<file path="src/pkg/gpf_pkg.sv">
package gpf_pkg;
   // =====================================================================
   // register offsets (byte addresses)
   // =====================================================================
   localparam logic [7:0] OFS_PIN_DATA      = 8'h00;
   localparam logic [7:0] OFS_OUTPUT_ENABLE = 8'h04;
   localparam logic [7:0] OFS_FUNCTION_SEL  = 8'h08;
   localparam logic [7:0] OFS_RESERVED      = 8'h0C;
   localparam logic [7:0] OFS_OPEN_DRAIN    = 8'h28;
   localparam logic [7:0] OFS_PULLUP        = 8'h2C;
   localparam logic [7:0] OFS_INPUT_ENABLE  = 8'h38;
   localparam logic [7:0] OFS_STOP_CTRL     = 8'h3C;
   // =====================================================================
   // field layout and reset values
   // =====================================================================
   localparam int         PORT_LSB    = 4;
   localparam int         PORT_WIDTH  = 3;
   localparam int         STOP_DRV_POS = 0;
   localparam int         STOP_ACT_POS = 1;
   localparam logic [2:0] RST_FIELD   = 3'h0;
   localparam logic [1:0] RST_STOP    = 2'h0;
   localparam logic [7:0] ADDR_MASK   = 8'hFC;
endpackage

</file>
<file path="src/core/gpf_sync.sv">
`timescale 1ns/1ps
// =====================================================================
// three-stage synchroniser; output changes once stages two and three agree
// =====================================================================
module gpf_sync #(
   parameter int WIDTH = 3
) (
   input  wire logic             clk_i,   // system clock
   input  wire logic             rst_i,   // sync reset, active high
   input  wire logic [WIDTH-1:0] d_i,     // asynchronous level
   output logic      [WIDTH-1:0] q_o      // filtered level
);
   typedef struct packed {
      logic [WIDTH-1:0] s1;
      logic [WIDTH-1:0] s2;
      logic [WIDTH-1:0] s3;
      logic [WIDTH-1:0] q;
   } gpf_sync_st_t;

   gpf_sync_st_t st;
   gpf_sync_st_t next_st;

   if (WIDTH < 1) begin : g_bad_width
      $error("gpf_sync width must be at least one");
   end

   always_comb begin
      next_st    = st;
      next_st.s1 = d_i;
      next_st.s2 = st.s1;
      next_st.s3 = st.s2;
      for (int i = 0; i < WIDTH; i++) begin
         // s1 is not read here; only s2 and s3 vote
         if (st.s2[i] == st.s3[i]) begin
            next_st.q[i] = st.s3[i];
         end
      end
   end

   always_ff @(posedge clk_i) begin
      if (rst_i) begin
         st <= '0;
      end else begin
         st <= next_st;
      end
   end

   assign q_o = st.q;
endmodule // gpf_sync

</file>
<file path="src/core/gpf_port.sv">
// Decided for this implementation: the Wishbone interface to the registers.
`timescale 1ns/1ps
// Overview of operation
// - three pins at bits 6..4, each separately input or output
// - reset: port function selected; driver, input buffer and pull-up all off
// - function select 0 gives port logic, 1 gives serial channel
// - alternate function plus input enable keeps wake input alive in stop
// - outside stop, wake input passes when input enable set, any function
// - data at 0x00, output enable at 0x04, function select at 0x08
// - open drain at 0x28, pull-up at 0x2C, input enable at 0x38
// - data bits 6..4: writes feed outputs, reads return pin state
// - output enable bit 0 disables driver, 1 enables it
// - alternate: bit6 serial clock, bit5 serial in/scl, bit4 out/sda
// - open drain bit 0 push-pull, 1 open drain
// - pull-up bit 0 off, 1 on
// - input enable bit 0 blocks input buffer, 1 passes pin level
module gpf_port (
   input  wire logic        clk_i,        // system clock, 125 MHz
   input  wire logic        rst_i,        // sync reset, active high
   input  wire logic        wb_cyc_i,     // wishbone cycle
   input  wire logic        wb_stb_i,     // wishbone strobe
   input  wire logic        wb_we_i,      // wishbone write enable
   input  wire logic [7:0]  wb_adr_i,     // wishbone byte address
   input  wire logic [3:0]  wb_sel_i,     // wishbone byte selects
   input  wire logic [31:0] wb_dat_i,     // wishbone write data
   output logic      [31:0] wb_dat_o,     // wishbone read data
   output logic             wb_ack_o,     // wishbone acknowledge
   output logic             wb_err_o,     // wishbone error, unmapped
   input  wire logic [2:0]  pin_i,        // pad levels, bit0 = port_bit4
   output logic      [2:0]  pin_o,        // pad output value
   output logic      [2:0]  pin_oe_o,     // pad driver enable
   output logic      [2:0]  pullup_o,     // pad pull-up enable
   input  wire logic        serial_clock_ch1_o_i,  // channel clock out
   input  wire logic        serial_clock_ch1_oe_i, // channel clock drive
   output logic             serial_clock_ch1_o,    // clock pin level in
   output logic             serial_in_ch1_o,       // serial in / scl in
   input  wire logic        i2c_clock_ch1_oe_i,    // scl drive (pulls low)
   input  wire logic        serial_out_ch1_i,      // serial out / sda out
   input  wire logic        serial_out_ch1_oe_i,   // data pin drive
   input  wire logic        stop_mode_i,  // chip is in stop mode
   output logic      [2:0]  wake_o        // interrupt/wake inputs
);
   localparam int W = gpf_pkg::PORT_WIDTH;
   localparam int L = gpf_pkg::PORT_LSB;

   // =====================================================================
   // state
   // =====================================================================
   typedef struct packed {
      logic [W-1:0] data;
      logic [W-1:0] oe;
      logic [W-1:0] fsel;
      logic [W-1:0] od;
      logic [W-1:0] pup;
      logic [W-1:0] ie;
      logic [1:0]   stop_ctrl;
      logic         ack;
      logic         err;
      logic [31:0]  rdata;
      logic [W-1:0] dout;
      logic [W-1:0] den;
      logic [W-1:0] pupq;
   } gpf_st_t;

   gpf_st_t st;
   gpf_st_t next_st;
   logic [W-1:0] pin_sync;
   logic [W-1:0] alt_o;
   logic [W-1:0] alt_oe;
   logic [W-1:0] pin_in;
   logic         drive_halt;

   // =====================================================================
   // pad input synchroniser
   // =====================================================================
   gpf_sync #(
      .WIDTH (W)
   ) u_sync (
      .clk_i (clk_i),
      .rst_i (rst_i),
      .d_i   (pin_i),
      .q_o   (pin_sync)
   );

   // =====================================================================
   // helpers
   // =====================================================================
   function automatic logic [W-1:0] field_of(input logic [31:0] v);
      field_of = v[L+W-1:L];
   endfunction

   function automatic logic [31:0] word_of(input logic [W-1:0] f);
      word_of = '0;
      word_of[L+W-1:L] = f;
   endfunction

   function automatic logic mapped(input logic [7:0] a);
      case (a & gpf_pkg::ADDR_MASK)
         gpf_pkg::OFS_PIN_DATA, gpf_pkg::OFS_OUTPUT_ENABLE, gpf_pkg::OFS_FUNCTION_SEL,
         gpf_pkg::OFS_OPEN_DRAIN, gpf_pkg::OFS_PULLUP, gpf_pkg::OFS_INPUT_ENABLE,
         gpf_pkg::OFS_STOP_CTRL: mapped = 1'b1;
         default: mapped = 1'b0;
      endcase
   endfunction

   // alternate sources: bit6 clock, bit5 scl, bit4 sda/serial out
   assign alt_o  = {serial_clock_ch1_o_i, 1'b0, serial_out_ch1_i};
   assign alt_oe = {serial_clock_ch1_oe_i, i2c_clock_ch1_oe_i, serial_out_ch1_oe_i};
   // stop with drive halt set silences pins
   assign drive_halt = stop_mode_i & st.stop_ctrl[gpf_pkg::STOP_DRV_POS];
   // input buffer gating
   assign pin_in = pin_sync & st.ie;

   // =====================================================================
   // next state
   // =====================================================================
   always_comb begin
      logic         req;
      logic [31:0]  wmask;
      logic [W-1:0] wf;
      logic [W-1:0] val;
      logic [W-1:0] en;
      req   = 1'b0;
      wmask = '0;
      wf    = '0;
      val   = '0;
      en    = '0;
      next_st = st;
      req   = wb_cyc_i & wb_stb_i & ~st.ack & ~st.err;
      next_st.ack = 1'b0;
      next_st.err = 1'b0;
      for (int b = 0; b < 4; b++) begin
         wmask[b*8 +: 8] = {8{wb_sel_i[b]}};
      end
      if (req) begin
         if (!mapped(wb_adr_i)) begin
            next_st.err = 1'b1;
         end else begin
            next_st.ack = 1'b1;
         end
         wf = field_of(wb_dat_i & wmask);
         if (wb_we_i && mapped(wb_adr_i) && wb_sel_i[0]) begin
            case (wb_adr_i & gpf_pkg::ADDR_MASK)
               gpf_pkg::OFS_PIN_DATA:      next_st.data = wf;
               gpf_pkg::OFS_OUTPUT_ENABLE: next_st.oe   = wf;
               gpf_pkg::OFS_FUNCTION_SEL:  next_st.fsel = wf;
               gpf_pkg::OFS_OPEN_DRAIN:    next_st.od   = wf;
               gpf_pkg::OFS_PULLUP:        next_st.pup  = wf;
               gpf_pkg::OFS_INPUT_ENABLE:  next_st.ie   = wf;
               // stop control lives in bits 5..4 so bits 3..0 stay unused
               gpf_pkg::OFS_STOP_CTRL:     next_st.stop_ctrl = wf[1:0];
               default:                    next_st.data = st.data;
            endcase
         end
         case (wb_adr_i & gpf_pkg::ADDR_MASK)
            gpf_pkg::OFS_PIN_DATA:      next_st.rdata = word_of(pin_in);
            gpf_pkg::OFS_OUTPUT_ENABLE: next_st.rdata = word_of(st.oe);
            gpf_pkg::OFS_FUNCTION_SEL:  next_st.rdata = word_of(st.fsel);
            gpf_pkg::OFS_OPEN_DRAIN:    next_st.rdata = word_of(st.od);
            gpf_pkg::OFS_PULLUP:        next_st.rdata = word_of(st.pup);
            gpf_pkg::OFS_INPUT_ENABLE:  next_st.rdata = word_of(st.ie);
            gpf_pkg::OFS_STOP_CTRL:     next_st.rdata = word_of({1'b0, st.stop_ctrl});
            default:                    next_st.rdata = '0;
         endcase
      end
      // per-pin mux: port or alternate, then push-pull or open drain
      for (int i = 0; i < W; i++) begin
         if (st.fsel[i]) begin
            val[i] = alt_o[i];
            en[i]  = alt_oe[i] & st.oe[i];
         end else begin
            val[i] = st.data[i];
            en[i]  = st.oe[i];
         end
         if (st.od[i]) begin
            en[i]  = en[i] & ~val[i];
            val[i] = 1'b0;
         end
      end
      if (drive_halt) begin
         en = '0;
      end
      next_st.dout = val;
      next_st.den  = en;
      next_st.pupq = st.pup;
   end

   always_ff @(posedge clk_i) begin
      if (rst_i) begin
         st <= '0;
      end else begin
         st <= next_st;
      end
   end

   // =====================================================================
   // outputs
   // =====================================================================
   assign wb_dat_o = st.rdata;
   assign wb_ack_o = st.ack;
   assign wb_err_o = st.err;
   assign pin_o    = st.dout;
   assign pin_oe_o = st.den;
   assign pullup_o = st.pupq;

   // peripheral sees pins only with alternate function and input enabled
   assign serial_clock_ch1_o = pin_in[2] & st.fsel[2];
   assign serial_in_ch1_o    = pin_in[1] & st.fsel[1];

   // wake: input enable alone outside stop; in stop also needs alt function
   // unused wake sources are the software's job to keep disabled
   always_comb begin
      for (int i = 0; i < W; i++) begin
         if (stop_mode_i) begin
            wake_o[i] = pin_sync[i] & st.ie[i] & st.fsel[i];
         end else begin
            wake_o[i] = pin_sync[i] & st.ie[i];
         end
      end
   end

   // =====================================================================
   // checks
   // =====================================================================
   a_ack_one_cycle: assert property (@(posedge clk_i) disable iff (rst_i)
      wb_ack_o |=> !wb_ack_o)
      else $error("ack held longer than one cycle");

   a_ack_follows_req: assert property (@(posedge clk_i) disable iff (rst_i)
      (wb_cyc_i && wb_stb_i && !wb_ack_o && !wb_err_o && mapped(wb_adr_i))
      |=> wb_ack_o)
      else $error("mapped access not acknowledged next cycle");

   a_reserved_err: assert property (@(posedge clk_i) disable iff (rst_i)
      (wb_cyc_i && wb_stb_i && !wb_ack_o && !wb_err_o && !mapped(wb_adr_i))
      |=> (wb_err_o && !wb_ack_o))
      else $error("reserved offset not refused");

   a_upper_zero: assert property (@(posedge clk_i) disable iff (rst_i)
      wb_ack_o |-> (wb_dat_o[31:8] == 24'h0 && wb_dat_o[3:0] == 4'h0))
      else $error("unused read bits not zero");

   a_oe_write: assert property (@(posedge clk_i) disable iff (rst_i)
      (wb_cyc_i && wb_stb_i && wb_we_i && wb_sel_i[0] && !wb_ack_o && !wb_err_o
       && wb_adr_i == gpf_pkg::OFS_OUTPUT_ENABLE && wb_dat_i[6:4] == 3'h0
       && !stop_mode_i) |=> ##1 (pin_oe_o == 3'h0))
      else $error("cleared output enable still drives");

   a_port_value: assert property (@(posedge clk_i) disable iff (rst_i)
      (st.fsel == 3'h0 && st.od == 3'h0 && $stable(st.data))
      |=> (pin_o == $past(st.data)))
      else $error("pin output differs from data register");

   a_od_no_high: assert property (@(posedge clk_i) disable iff (rst_i)
      $past(st.od[0]) |-> !(pin_oe_o[0] && pin_o[0]))
      else $error("open drain pin driven high");

   a_pullup_follow: assert property (@(posedge clk_i) disable iff (rst_i)
      $changed(st.pup) |=> (pullup_o == $past(st.pup)))
      else $error("pull-up output lags register");

   a_wake_gate: assert property (@(posedge clk_i) disable iff (rst_i)
      (st.ie == 3'h0) |-> (wake_o == 3'h0))
      else $error("wake passes with input disabled");

   a_reset_off: assert property (@(posedge clk_i)
      $past(rst_i) |-> (pin_oe_o == 3'h0 && pullup_o == 3'h0 && wake_o == 3'h0))
      else $error("pins not idle after reset");

   a_halt_drive: assert property (@(posedge clk_i) disable iff (rst_i)
      (stop_mode_i && st.stop_ctrl[gpf_pkg::STOP_DRV_POS])
      |=> (pin_oe_o == 3'h0))
      else $error("pin still driven with drive halted in stop");

   a_wake_stop: assert property (@(posedge clk_i) disable iff (rst_i)
      stop_mode_i |-> ((wake_o & ~st.fsel) == 3'h0))
      else $error("port-mode wake input passes in stop");

   a_wake_run: assert property (@(posedge clk_i) disable iff (rst_i)
      (!stop_mode_i && st.ie == 3'h7 && st.fsel == 3'h0)
      |-> (wake_o == pin_sync))
      else $error("wake blocked outside stop in port mode");

   a_serial_gate: assert property (@(posedge clk_i) disable iff (rst_i)
      (!st.fsel[2] && !st.fsel[1]) |-> (!serial_clock_ch1_o && !serial_in_ch1_o))
      else $error("channel sees pin in port mode");

   a_read_blocked: assert property (@(posedge clk_i) disable iff (rst_i)
      (wb_cyc_i && wb_stb_i && !wb_we_i && !wb_ack_o && !wb_err_o
       && (wb_adr_i & gpf_pkg::ADDR_MASK) == gpf_pkg::OFS_PIN_DATA && st.ie == 3'h0)
      |=> (wb_dat_o == 32'h0))
      else $error("pin data read with input buffer blocked");

   a_port_enable: assert property (@(posedge clk_i) disable iff (rst_i)
      (!st.fsel[0] && !st.od[0] && !drive_halt) |=> (pin_oe_o[0] == $past(st.oe[0])))
      else $error("port output enable not applied");
endmodule // gpf_port

</file>
<file path="config.mk">
export PLATFORM = sky130hd
export DESIGN_NAME = gpf_port
export DESIGN_NICKNAME = d
export VERILOG_FILES = /design/src/pkg/gpf_pkg.sv /design/src/core/gpf_sync.sv /design/src/core/gpf_port.sv
export SDC_FILE = /design/constraint.sdc
export NUM_CORES = 1
export LEC_CHECK = 0
export ABC_AREA = 1
export BUFFER_PORTS_ARGS = -buffer_cell sky130_fd_sc_hd__buf_2
export CORE_ASPECT_RATIO = 1.25
export CORE_MARGIN = 5
export CORE_UTILIZATION = 30
export DETAILED_ROUTE_END_ITERATION = 8
export RECOVER_POWER = 100
export SLEW_MARGIN = 20
export SYNTH_ARGS = -nofsm -noshare
export SYNTH_HDL_FRONTEND = slang
export SYNTH_SLANG_ARGS = --single-unit
</file>
<file path="constraint.sdc">
create_clock -name clk_i -period 1.85 [get_ports clk_i]
set_clock_uncertainty 0.2 [all_clocks]
set_input_delay 0 -clock clk_i [delete_from_list [all_inputs] [get_ports clk_i]]
set_output_delay 0 -clock clk_i [all_outputs]
set_load 0.03 [all_outputs]
</file>
Yosys cells after proc, flatten, opt, wreduce, memory -nomap -nowiden
Index checks and enable logic that the tools add are counted.
W data, S select, Z words.

cells by class
  div/mod/pow operators = 0
  reductions and logical operators = 16
  muxes and demuxes = 17
  $add $sub $neg = 0
  equality and inequality tests = 9
  $mul = 0
  shift-type cells = 0
  order comparisons = 0
  bitwise logic cells = 26

operators with widths
  operator              number
  $pmux W7 S7           1
  $eq A6 B4 Y1 const B  4
  $reduce_and A3 Y1     7
  $and A1 B1 Y1         18
  $mux W1               16
  $reduce_or A2 Y1      5
  $logic_not A8 Y1      1
  $and A7 B7 Y7         1
  $reduce_or A7 Y1      1
  $eq A6 B1 Y1 const B  1
  $eq A6 B2 Y1 const B  1
  $not A1 Y1            6
  $and A3 B3 Y3         1
  $eq A1 B1 Y1          3
  $logic_and A1 B1 Y1   2

storage, ports and cells
  output and inout bits = 48
  memories = 0
  memory bits (writable) = 0
  logic and storage cells = 89
  bits of input ports = 58
  register bits = 75
  ROM bits = 0
  latch bits = 0

Longest topological paths before layout
Gate-level depths: netlist (run 1).

  depth after elaboration = 7
  gate-level depth with buffers = 9
  depth with buffers taken out = 9

Cells and area by module
A second synthesis (run 1) with hierarchy kept.

unflattened totals
  cell total of the unflattened synthesis = 357
  area, all modules = 2471.1 um^2

modules (own cells, without submodules)
  module    seq. area each (um^2)  instances  area an instance (um^2)  cells an instance
  gpf_port  680.7                  1          2060.7                   313
  gpf_sync  240.2                  1          410.4                    44

Least setup slack after synthesis (run 1)
Ideal clock, no wire load.

  path type = register to register
  start = register st (netlist bit wb_ack_o)
  end = register st (netlist bit next_st[0])
  stages on the path, launching flop included = 7
  arrival = 1245 ps
  setup time = 113 ps
  clock period less this slack = 1558 ps
  slack = 292 ps
  buffers on the path = 0
  data required time = 1537 ps
  cells stage by stage = dfxtp_1 nor2_1 nand3_1 nor2_8 nand3_4 nor2_1 nor2_1

on the way
  cells in the longest elaborated chain, start to end = 4

ends and longest elaborated chain
  element                      line             source
  from (decl)                  gpf_port.sv:65   gpf_st_t st;
  from (signal assigned)       gpf_port.sv:192  st <= next_st;
  $not A1 Y1                   gpf_port.sv:129  req = wb_cyc_i & wb_stb_i & ~st.ack & ~st.err;
  $and A1 B1 Y1 (2 in a row)   gpf_port.sv:129
  $reduce_and A3 Y1 (no line)  --

Every way passes these cells.
A chain may end at the register's enable or synchronous reset.

Worst setup path after layout (run 1)
  start = input wb_stb_i
  end = register st (netlist bit wb_dat_o[5])

on the way
  cells in the longest elaborated chain, start to end = 3

ends and longest elaborated chain
  element                     line             source
  from (decl)                 gpf_port.sv:21   input wire logic wb_stb_i,
  $and A1 B1 Y1 (3 in a row)  gpf_port.sv:129

Every way passes these cells.

==> key figures, run 1 <==
Min path
  • Worst hold start: wb_dat_i[5]
  • Hold Path Stages: 5
  • Hold Path Class: in -> reg
  • Min-Delay Endpoint: st[46]

Worst setup path
  • Crit Path Max Fanout: 5
  • CP top delay family: buffers and inverters
  • Stages on worst setup path: 9
  • Max incr delay on CP: between 0.5 and 0.6 ns
  • Critical path buffers and inverters: 4
  • Master of the slowest instance on the critical path: dlygate4sd3_1
  • CP Launch Type: input pin
  • R2R Path End: st[60]
  • Critical Path RT: 1.91 ns
  • R2R Setup Slk: around 0.16 ns
  • Critical R2R Launch: wb_ack_o
  • Most numerous cell on the critical path: nand2_1
  • Kind of critical path: in -> reg
  • CP Capture Type: flip-flop
  • Worst path cell trace: dlygate4sd3_1, buf_2, nand2_1, inv_1, dlygate4sd3_1, nand2_2, nor3_4, nand2_1, nand2_1
  • Worst Path Arrival: 1.76 ns
  • Reg2Reg Depth: 6

CTS
  • CTS Buffer Depth: 2
  • Setup Fix Bufs, Post-CTS: 0
  • Worst skew pair latency: between 0.3 and 0.4 ns
  • Clock root buffer master: clkbuf_8
  • Max H-tree Level: 2
  • Clock sinks: between 40 and 50
  • CTS Buf Count: 5
  • TritonCTS clock tree: built
  • Worst-path clk slew: around 0.10 ns

Place
  • Input/output buffers: 42
  • Setup Slack @ Placement: around 0.3 ns
  • Placed cell area: around 2600 um^2
  • DP HPWL: 4.33 mm
  • RD Place Congestion: 0.864

Floorplanning
  • Chip width: approximately 92 um
  • Die area: ~10,000 um^2
  • Die H: 112 um
  • Num ports: ~110
  • Initial Util: between 30 and 40%
  • Row count: 37
  • Core Area: between 8000 and 9000 um^2

Yosys
  • Post-synth cell types: 25
  • Dominant cell type by area after synthesis: dfxtp_1
  • Post-synthesis sequential area ratio: a little under two fifths
  • Syn avg cell area: about 7 um^2
  • Mapped cell area: 2500 um^2
  • Top cells by area, synth: dfxtp_1 (37%), buf_4 (12%), nand2_1 (12%)
  • Mapped Cells: between 300 and 400
  • Area share of the largest cell type after synthesis: a little under two fifths
  • Seq cells post-synth: 46
  • Warnings, synthesis: 0

Routing
  • DRT iter0 DRCs: between 80 and 90
  • Vias: about 2,200
  • Drt drc: 0
  • DRT Pass-1 Iters: 4
  • WL per Instance: 11.4 um
  • Via density: roughly 4.3
  • Final ANT Viol Nets: 0
  • WL final: 5.77 mm

Status
  • Status: complete, but fails checks
  • Violated checks: hold timing

Timing
  • Final period utilization: about nine tenths
  • RSZ-0062 raised after global routing: no
  • Setup violators final: 0
  • Slew Limit Fails: 0
  • Final Hold Slack: -0.00124 ns
  • Worst-Margin Slew: approximately 0.56 ns
  • Final Critical Period: about 1.7 ns
  • Slew HR: a little over three fifths
  • Fmax: between 500 and 600 MHz
  • Setup_tns: 0 ns
  • Slack of the critical path: approximately 0.15 ns
  • Final hold violations: 1

Global routing
  • GRT Util Overall: between 10 and 15%
  • Number of global-route vias before repair: roughly 2,000
  • Largest net degree at the start of global routing: 18
  • Grt ovf: 0
  • Initial antenna violation count: 0
  • Global-route wire length before repair: around 9.3 mm

Power and ir drop
  • Total power: ~1.9 mW
  • Worst VDD drop: approximately 0.34 mV
  • Pleak: around 1.4 nW
  • PD cells: between 600 and 700 nW/um^2

Cells and area
  • Most common cell after layout, fill and taps aside: nand2_1
  • Diodes inserted: 0
  • Final core occ: about a third
  • Share of layout cells above drive strength 1: 14.0%
  • Area Overhead vs Synth: 12.9%
  • Post-Layout Inst Area: between 2000 and 3000 um^2
  • Nets: roughly 470
  • Commonest cells after routing, fill and taps aside: nand2_1 (78), nor2_1 (77), dfxtp_1 (46), inv_1 (40), conb_1 (29)

Run
  • Max Cap Viol: 0
[how the worst max path moves through the flow]
stage	startpoint	slack, ns	end
5_1_grt	wb_stb_i	0.01	wb_dat_o[5]
6_report	wb_stb_i	0.15	wb_dat_o[5]
4_1_cts	wb_stb_i	0.11	wb_dat_o[5]
3_5_place_dp	wb_ack_o	0.30	next_st[2]
3_3_place_gp	wb_ack_o	0.33	st[62]
2_1_floorplan	wb_ack_o	0.29	next_st[0]
[where the power goes]
group	total [mW]	leakage, nW	switching, mW	internal [mW]
Sequential	1.00	0.372	0.00377	0.999
Combinational	0.239	1.00	0.180	0.0591
Clock	0.666	0.0495	0.385	0.281
[synth_stat cells, drive strengths merged]
master and number:
a211oi 2, a21oi 6, buf 45, clkbuf 2, conb 1, dfxtp 46, inv 45, nand2 83
nand3 23, nand4 6, nor2 85, nor3 6, o21ai 7, o22ai 1
[final cells by class]
class | count | area (um^2)
Clock buffer | 5 | 68.8
Clock inverter | 3 | 26.3
Fill cell | 878 | 5370
Inverter | 45 | 176
Multi-Input combinational cell | 248 | 1140
Sequential cell | 46 | 921
Tap cell | 97 | 121
Timing Repair Buffer | 61 | 370
[flip-flops by register name (all words and copies together), names as in the netlist]
signal and flops:
next_st 3, wb_ack_o 1, u_sync.q_o 3, wb_dat_o 3, st 17, u_sync.next_st 6
pin_oe_o 3, pullup_o 3, pin_o 3, wb_err_o 1, u_sync.st 3
[stage by stage]
step           hold WS (ns)  instances
2_1_floorplan       -0.0930        386
3_3_place_gp         0.0109        480
3_5_place_dp        0.00975        480
4_1_cts             0.00548        505
5_1_grt              0.0239        505
6_report           -0.00124        505
[layer usage]
layer	part of all wire (%)	track usage [%]
met1	42	13.3
met3	8.8	2.68
met2	45	18.7
met4	3.3	6.34
met5	0	0
[timing repair]
| action | in CTS | in global routing |
|---|---|---|
| resized for setup | 0 | 2 |
| hold buffers | 17 | 0 |
| hold endpoints to repair | 23 | 0 |
| setup endpoints to repair | 0 | 3 |
[tightest hold or removal path: stages]
cell     delay [ns]
buf_2          0.10
nand2_1        0.06
inv_1          0.14
nor2_1         0.13
nor2_1         0.05
[kinds of logic after synthesis]
family | Yosys count | synth area share, %
flip-flops | 46 | 36.8
buffers and inverters | 92 | 20.9
other | 1 | 0.150
AND/OR/NAND/NOR | 203 | 38.7
AO/OA/AOI/OAI | 16 | 3.45
No activity file was read; power rests on OpenSTA's default activity.
==> run 2: changes to the inputs <==
Clock period 1.85 ns to 2 ns, I/O delays scaled along.
==> run 2 against run 1 <==
Compared with the run above:
- the flow now finishes without violations
- sequential cell count unchanged
- global-route usage rose by 0.071 points
- power fell by 8.0%
- first-iteration DRC count is 14% higher
- clock power shrank 8.4%
- critical endpoint is now wb_ack_o
- sequential share of layout area up 0.19 points
- non-clock buffer count is the same
- largest power group unchanged
- utilization down 0.20 points
- largest cell class unchanged
- critical path type unchanged
- sequential power fell by 7%
- highest routed layer unchanged
- cell area decreased by 0.57%
- wire length up 0.26%
- setup slack got worse by 0.013 ns
==> key figures, run 2 (synthesis gave the netlist of run 1 again) <==
Timing
  • Slew HR: 61.6% (-0.90 points)
  • Slack of the critical path: 0.137 ns (-0.0126 ns)
  • Slew Limit Fails: 0 (unchanged)
  • RSZ-0062 raised after global routing: no
  • Final period utilization: 93.1%
  • Setup_tns: 0 ns (unchanged)
  • Final hold violations: 0 (-1)
  • Worst-Margin Slew: 0.575 ns (+0.0148 ns)
  • Setup violators final: 0 (unchanged)
  • Final Hold Slack: 0.0141 ns (+0.0153 ns)
  • Fmax: 537 MHz
  • Final Critical Period: between 1.5 and 2 ns

Cells and area
  • Non-filler cells, final: 505 (unchanged)
  • Largest Register: st
  • Commonest cells after routing, fill and taps aside: nand2_1 (80), nor2_1 (80), dfxtp_1 (46), inv_1 (41), conb_1 (29)
  • Multi-input logic area: 1130 um^2 (-1.3%)
  • Share of layout cells above drive strength 1: 11.8% (-2.2 points)
  • Diodes inserted: 0 (unchanged)
  • Number of flip-flops in the largest register: 17 (unchanged)
  • Nets: 465 (unchanged)
  • Area Overhead vs Synth: 12.3%
  • Filler cells: 911 (+3.8%)
  • Post-Layout Inst Area: 2810 um^2 (-0.57%)
  • Register area: 921 um^2 (unchanged)
  • Final core occ: 34.3% (-0.20 points)

Worst setup path
  • Critical R2R Launch: st[55]
  • Worst Path Arrival: 1.92 ns (+0.16 ns)
  • Crit Path Max Fanout: 15 (+10)
  • CP Capture Type: flip-flop
  • Critical Path RT: 2.05 ns (+0.14 ns)
  • R2R Setup Slk: 0.28 ns (+0.12 ns)
  • R2R Path End: pin_oe_o[1]
  • Reg2Reg Depth: 5 (-1)
  • CP Launch Type: input pin
  • Kind of critical path: in -> reg

Floorplanning
  • Core Area: 8190 um^2 (unchanged)
  • Row count: 37 (unchanged)
  • Chip width: 91.7 um (unchanged)
  • Num ports: 106 (unchanged)
  • Initial Util: 30.6% (unchanged)
  • Die area: 10,300 um^2 (unchanged)
  • Die H: 112 um (unchanged)

Min path
  • Hold Path Stages: 6 (+1)
  • Hold Path Class: in -> reg
  • Min-Delay Endpoint: wb_dat_o[4]
  • Worst hold start: wb_adr_i[7]

Power and ir drop
  • Worst VDD drop: 0.243 mV (-30%)
  • Pleak: 1.43 nW (+0.42%)
  • PD cells: 624 nW/um^2 (-7.4%)
  • Sw Ratio: 29.6% (-0.23 points)
  • Power share of the clock group: 34.8% (about the same)
  • Register share of total power: 52.8% (+0.2 points)
  • Net Switching: 0.519 mW (-8.7%)
  • Gate power share: 12.4% (about the same)
  • Total power: 1.76 mW (-8.0%)
  • Int Pwr: 1.24 mW (-7.7%)

Routing
  • Drt drc: 0 (unchanged)
  • DRT Pass-1 Iters: 4 (unchanged)
  • WL per Instance: 11.5 um (+0.26%)
  • Via density: 4.20 (-2.2%)
  • DRT iter0 DRCs: 99 (+14%)
  • Final ANT Viol Nets: 0 (unchanged)
  • Vias: 2,121 (-2.2%)
  • WL final: 5.79 mm (+0.26%)

Place
  • DP HPWL: 4.28 mm (-1.3%)
  • Input/output buffers: 42 (unchanged)
  • Post-placement cell count: 479 (-0.21%)
  • RD Place Congestion: 0.881 (+1.9%)
  • Placed cell area: 2600 um^2 (-0.29%)
  • Setup Slack @ Placement: 0.426 ns (+0.127 ns)

CTS
  • CTS resizes: 0 (unchanged)
  • CTS Buf Count: 5 (unchanged)
  • CTS Buffer Depth: 2 (unchanged)
  • Clock sinks: 46 (unchanged)
  • Worst-path clk slew: 0.09 ns (about the same)
  • Max H-tree Level: 2 (unchanged)
  • Worst skew pair latency: 0.31 ns (about the same)
  • TritonCTS clock tree: built
  • Clock root buffer master: clkbuf_8

Global routing
  • GRT Util Overall: 11.4% (+0.071 points)
  • Largest net degree at the start of global routing: 19 (+1)
  • Number of global-route vias before repair: 1,942 (-4.5%)
  • Top Usage Layer GRT: met2
  • Met1 usage: 13.7% (+0.38 points)
  • Met2 Usage GRT: 18.5% (-0.24 points)
  • Initial antenna violation count: 0 (unchanged)
  • GRT met3 Usage: 2.48% (-0.20 points)
  • Global-route wire length before repair: 9.32 mm (-0.21%)
  • Grt ovf: 0 (unchanged)

Run
  • Max Cap Viol: 0 (unchanged)

Status
  • Status: finished, final reports clean
==> run 2: cell count changes in the layout (fill, tap and decap cells not counted), sizes merged <==
cell         delta
buf             -2
clkbuf          +1
dlygate4sd3     +1
==> run 2: layout make-up <==
| type | count | share of cell area, % |
|---|---|---|
| Inverter | 45 | 6.27 |
| Clock buffer | 5 | 2.45 |
| Timing Repair Buffer | 61 | 13.1 |
| Clock inverter | 3 | 0.934 |
| Tap cell | 97 | 4.31 |
| Multi-Input combinational cell | 248 | 40.2 |
| Sequential cell | 46 | 32.7 |
==> run 2: repair_timing <==
item,4_1_cts,5_1_grt
hold buffers,18,0
hold endpoints to repair,23,0
buffers inserted,0,0
==> run 2: layer usage <==
metal	share of wire [%]	routed length [um]	vias up
li1	-	-	1115
met1	44	2530	929
met3	7.5	436	10
met5	0	0	-
met2	46	2680	67
met4	2.4	141	0
==> run 2: worst max-delay path by stage <==
stage,end,slack [ns],start
final,wb_ack_o,0.14,wb_adr_i[6]
after global routing,wb_ack_o,0.06,wb_adr_i[6]
after CTS,wb_ack_o,0.16,wb_adr_i[6]
after detailed placement,next_st[0],0.43,wb_ack_o
after global placement,st[60],0.48,wb_ack_o
after floorplan,next_st[0],0.44,wb_ack_o
==> run 2: critical path: stages <==
cell and delay (ns):
dlygate4sd3_1 0.53, clkbuf_1 0.13, nor2_4 0.34, nand2_4 0.13, nor3_2 0.21, dlygate4sd3_1 0.58
==> run 2: power by group through the flow <==
stage | Sequential (mW) | Combinational, mW | Clock, mW
after detailed placement | 0.949 | 0.200 | 0
after global routing | 0.929 | 0.237 | 0.668
after global placement | 0.948 | 0.198 | 0
after CTS | 0.927 | 0.222 | 0.639
final | 0.927 | 0.218 | 0.610
after floorplan | 0.950 | 0.192 | 0
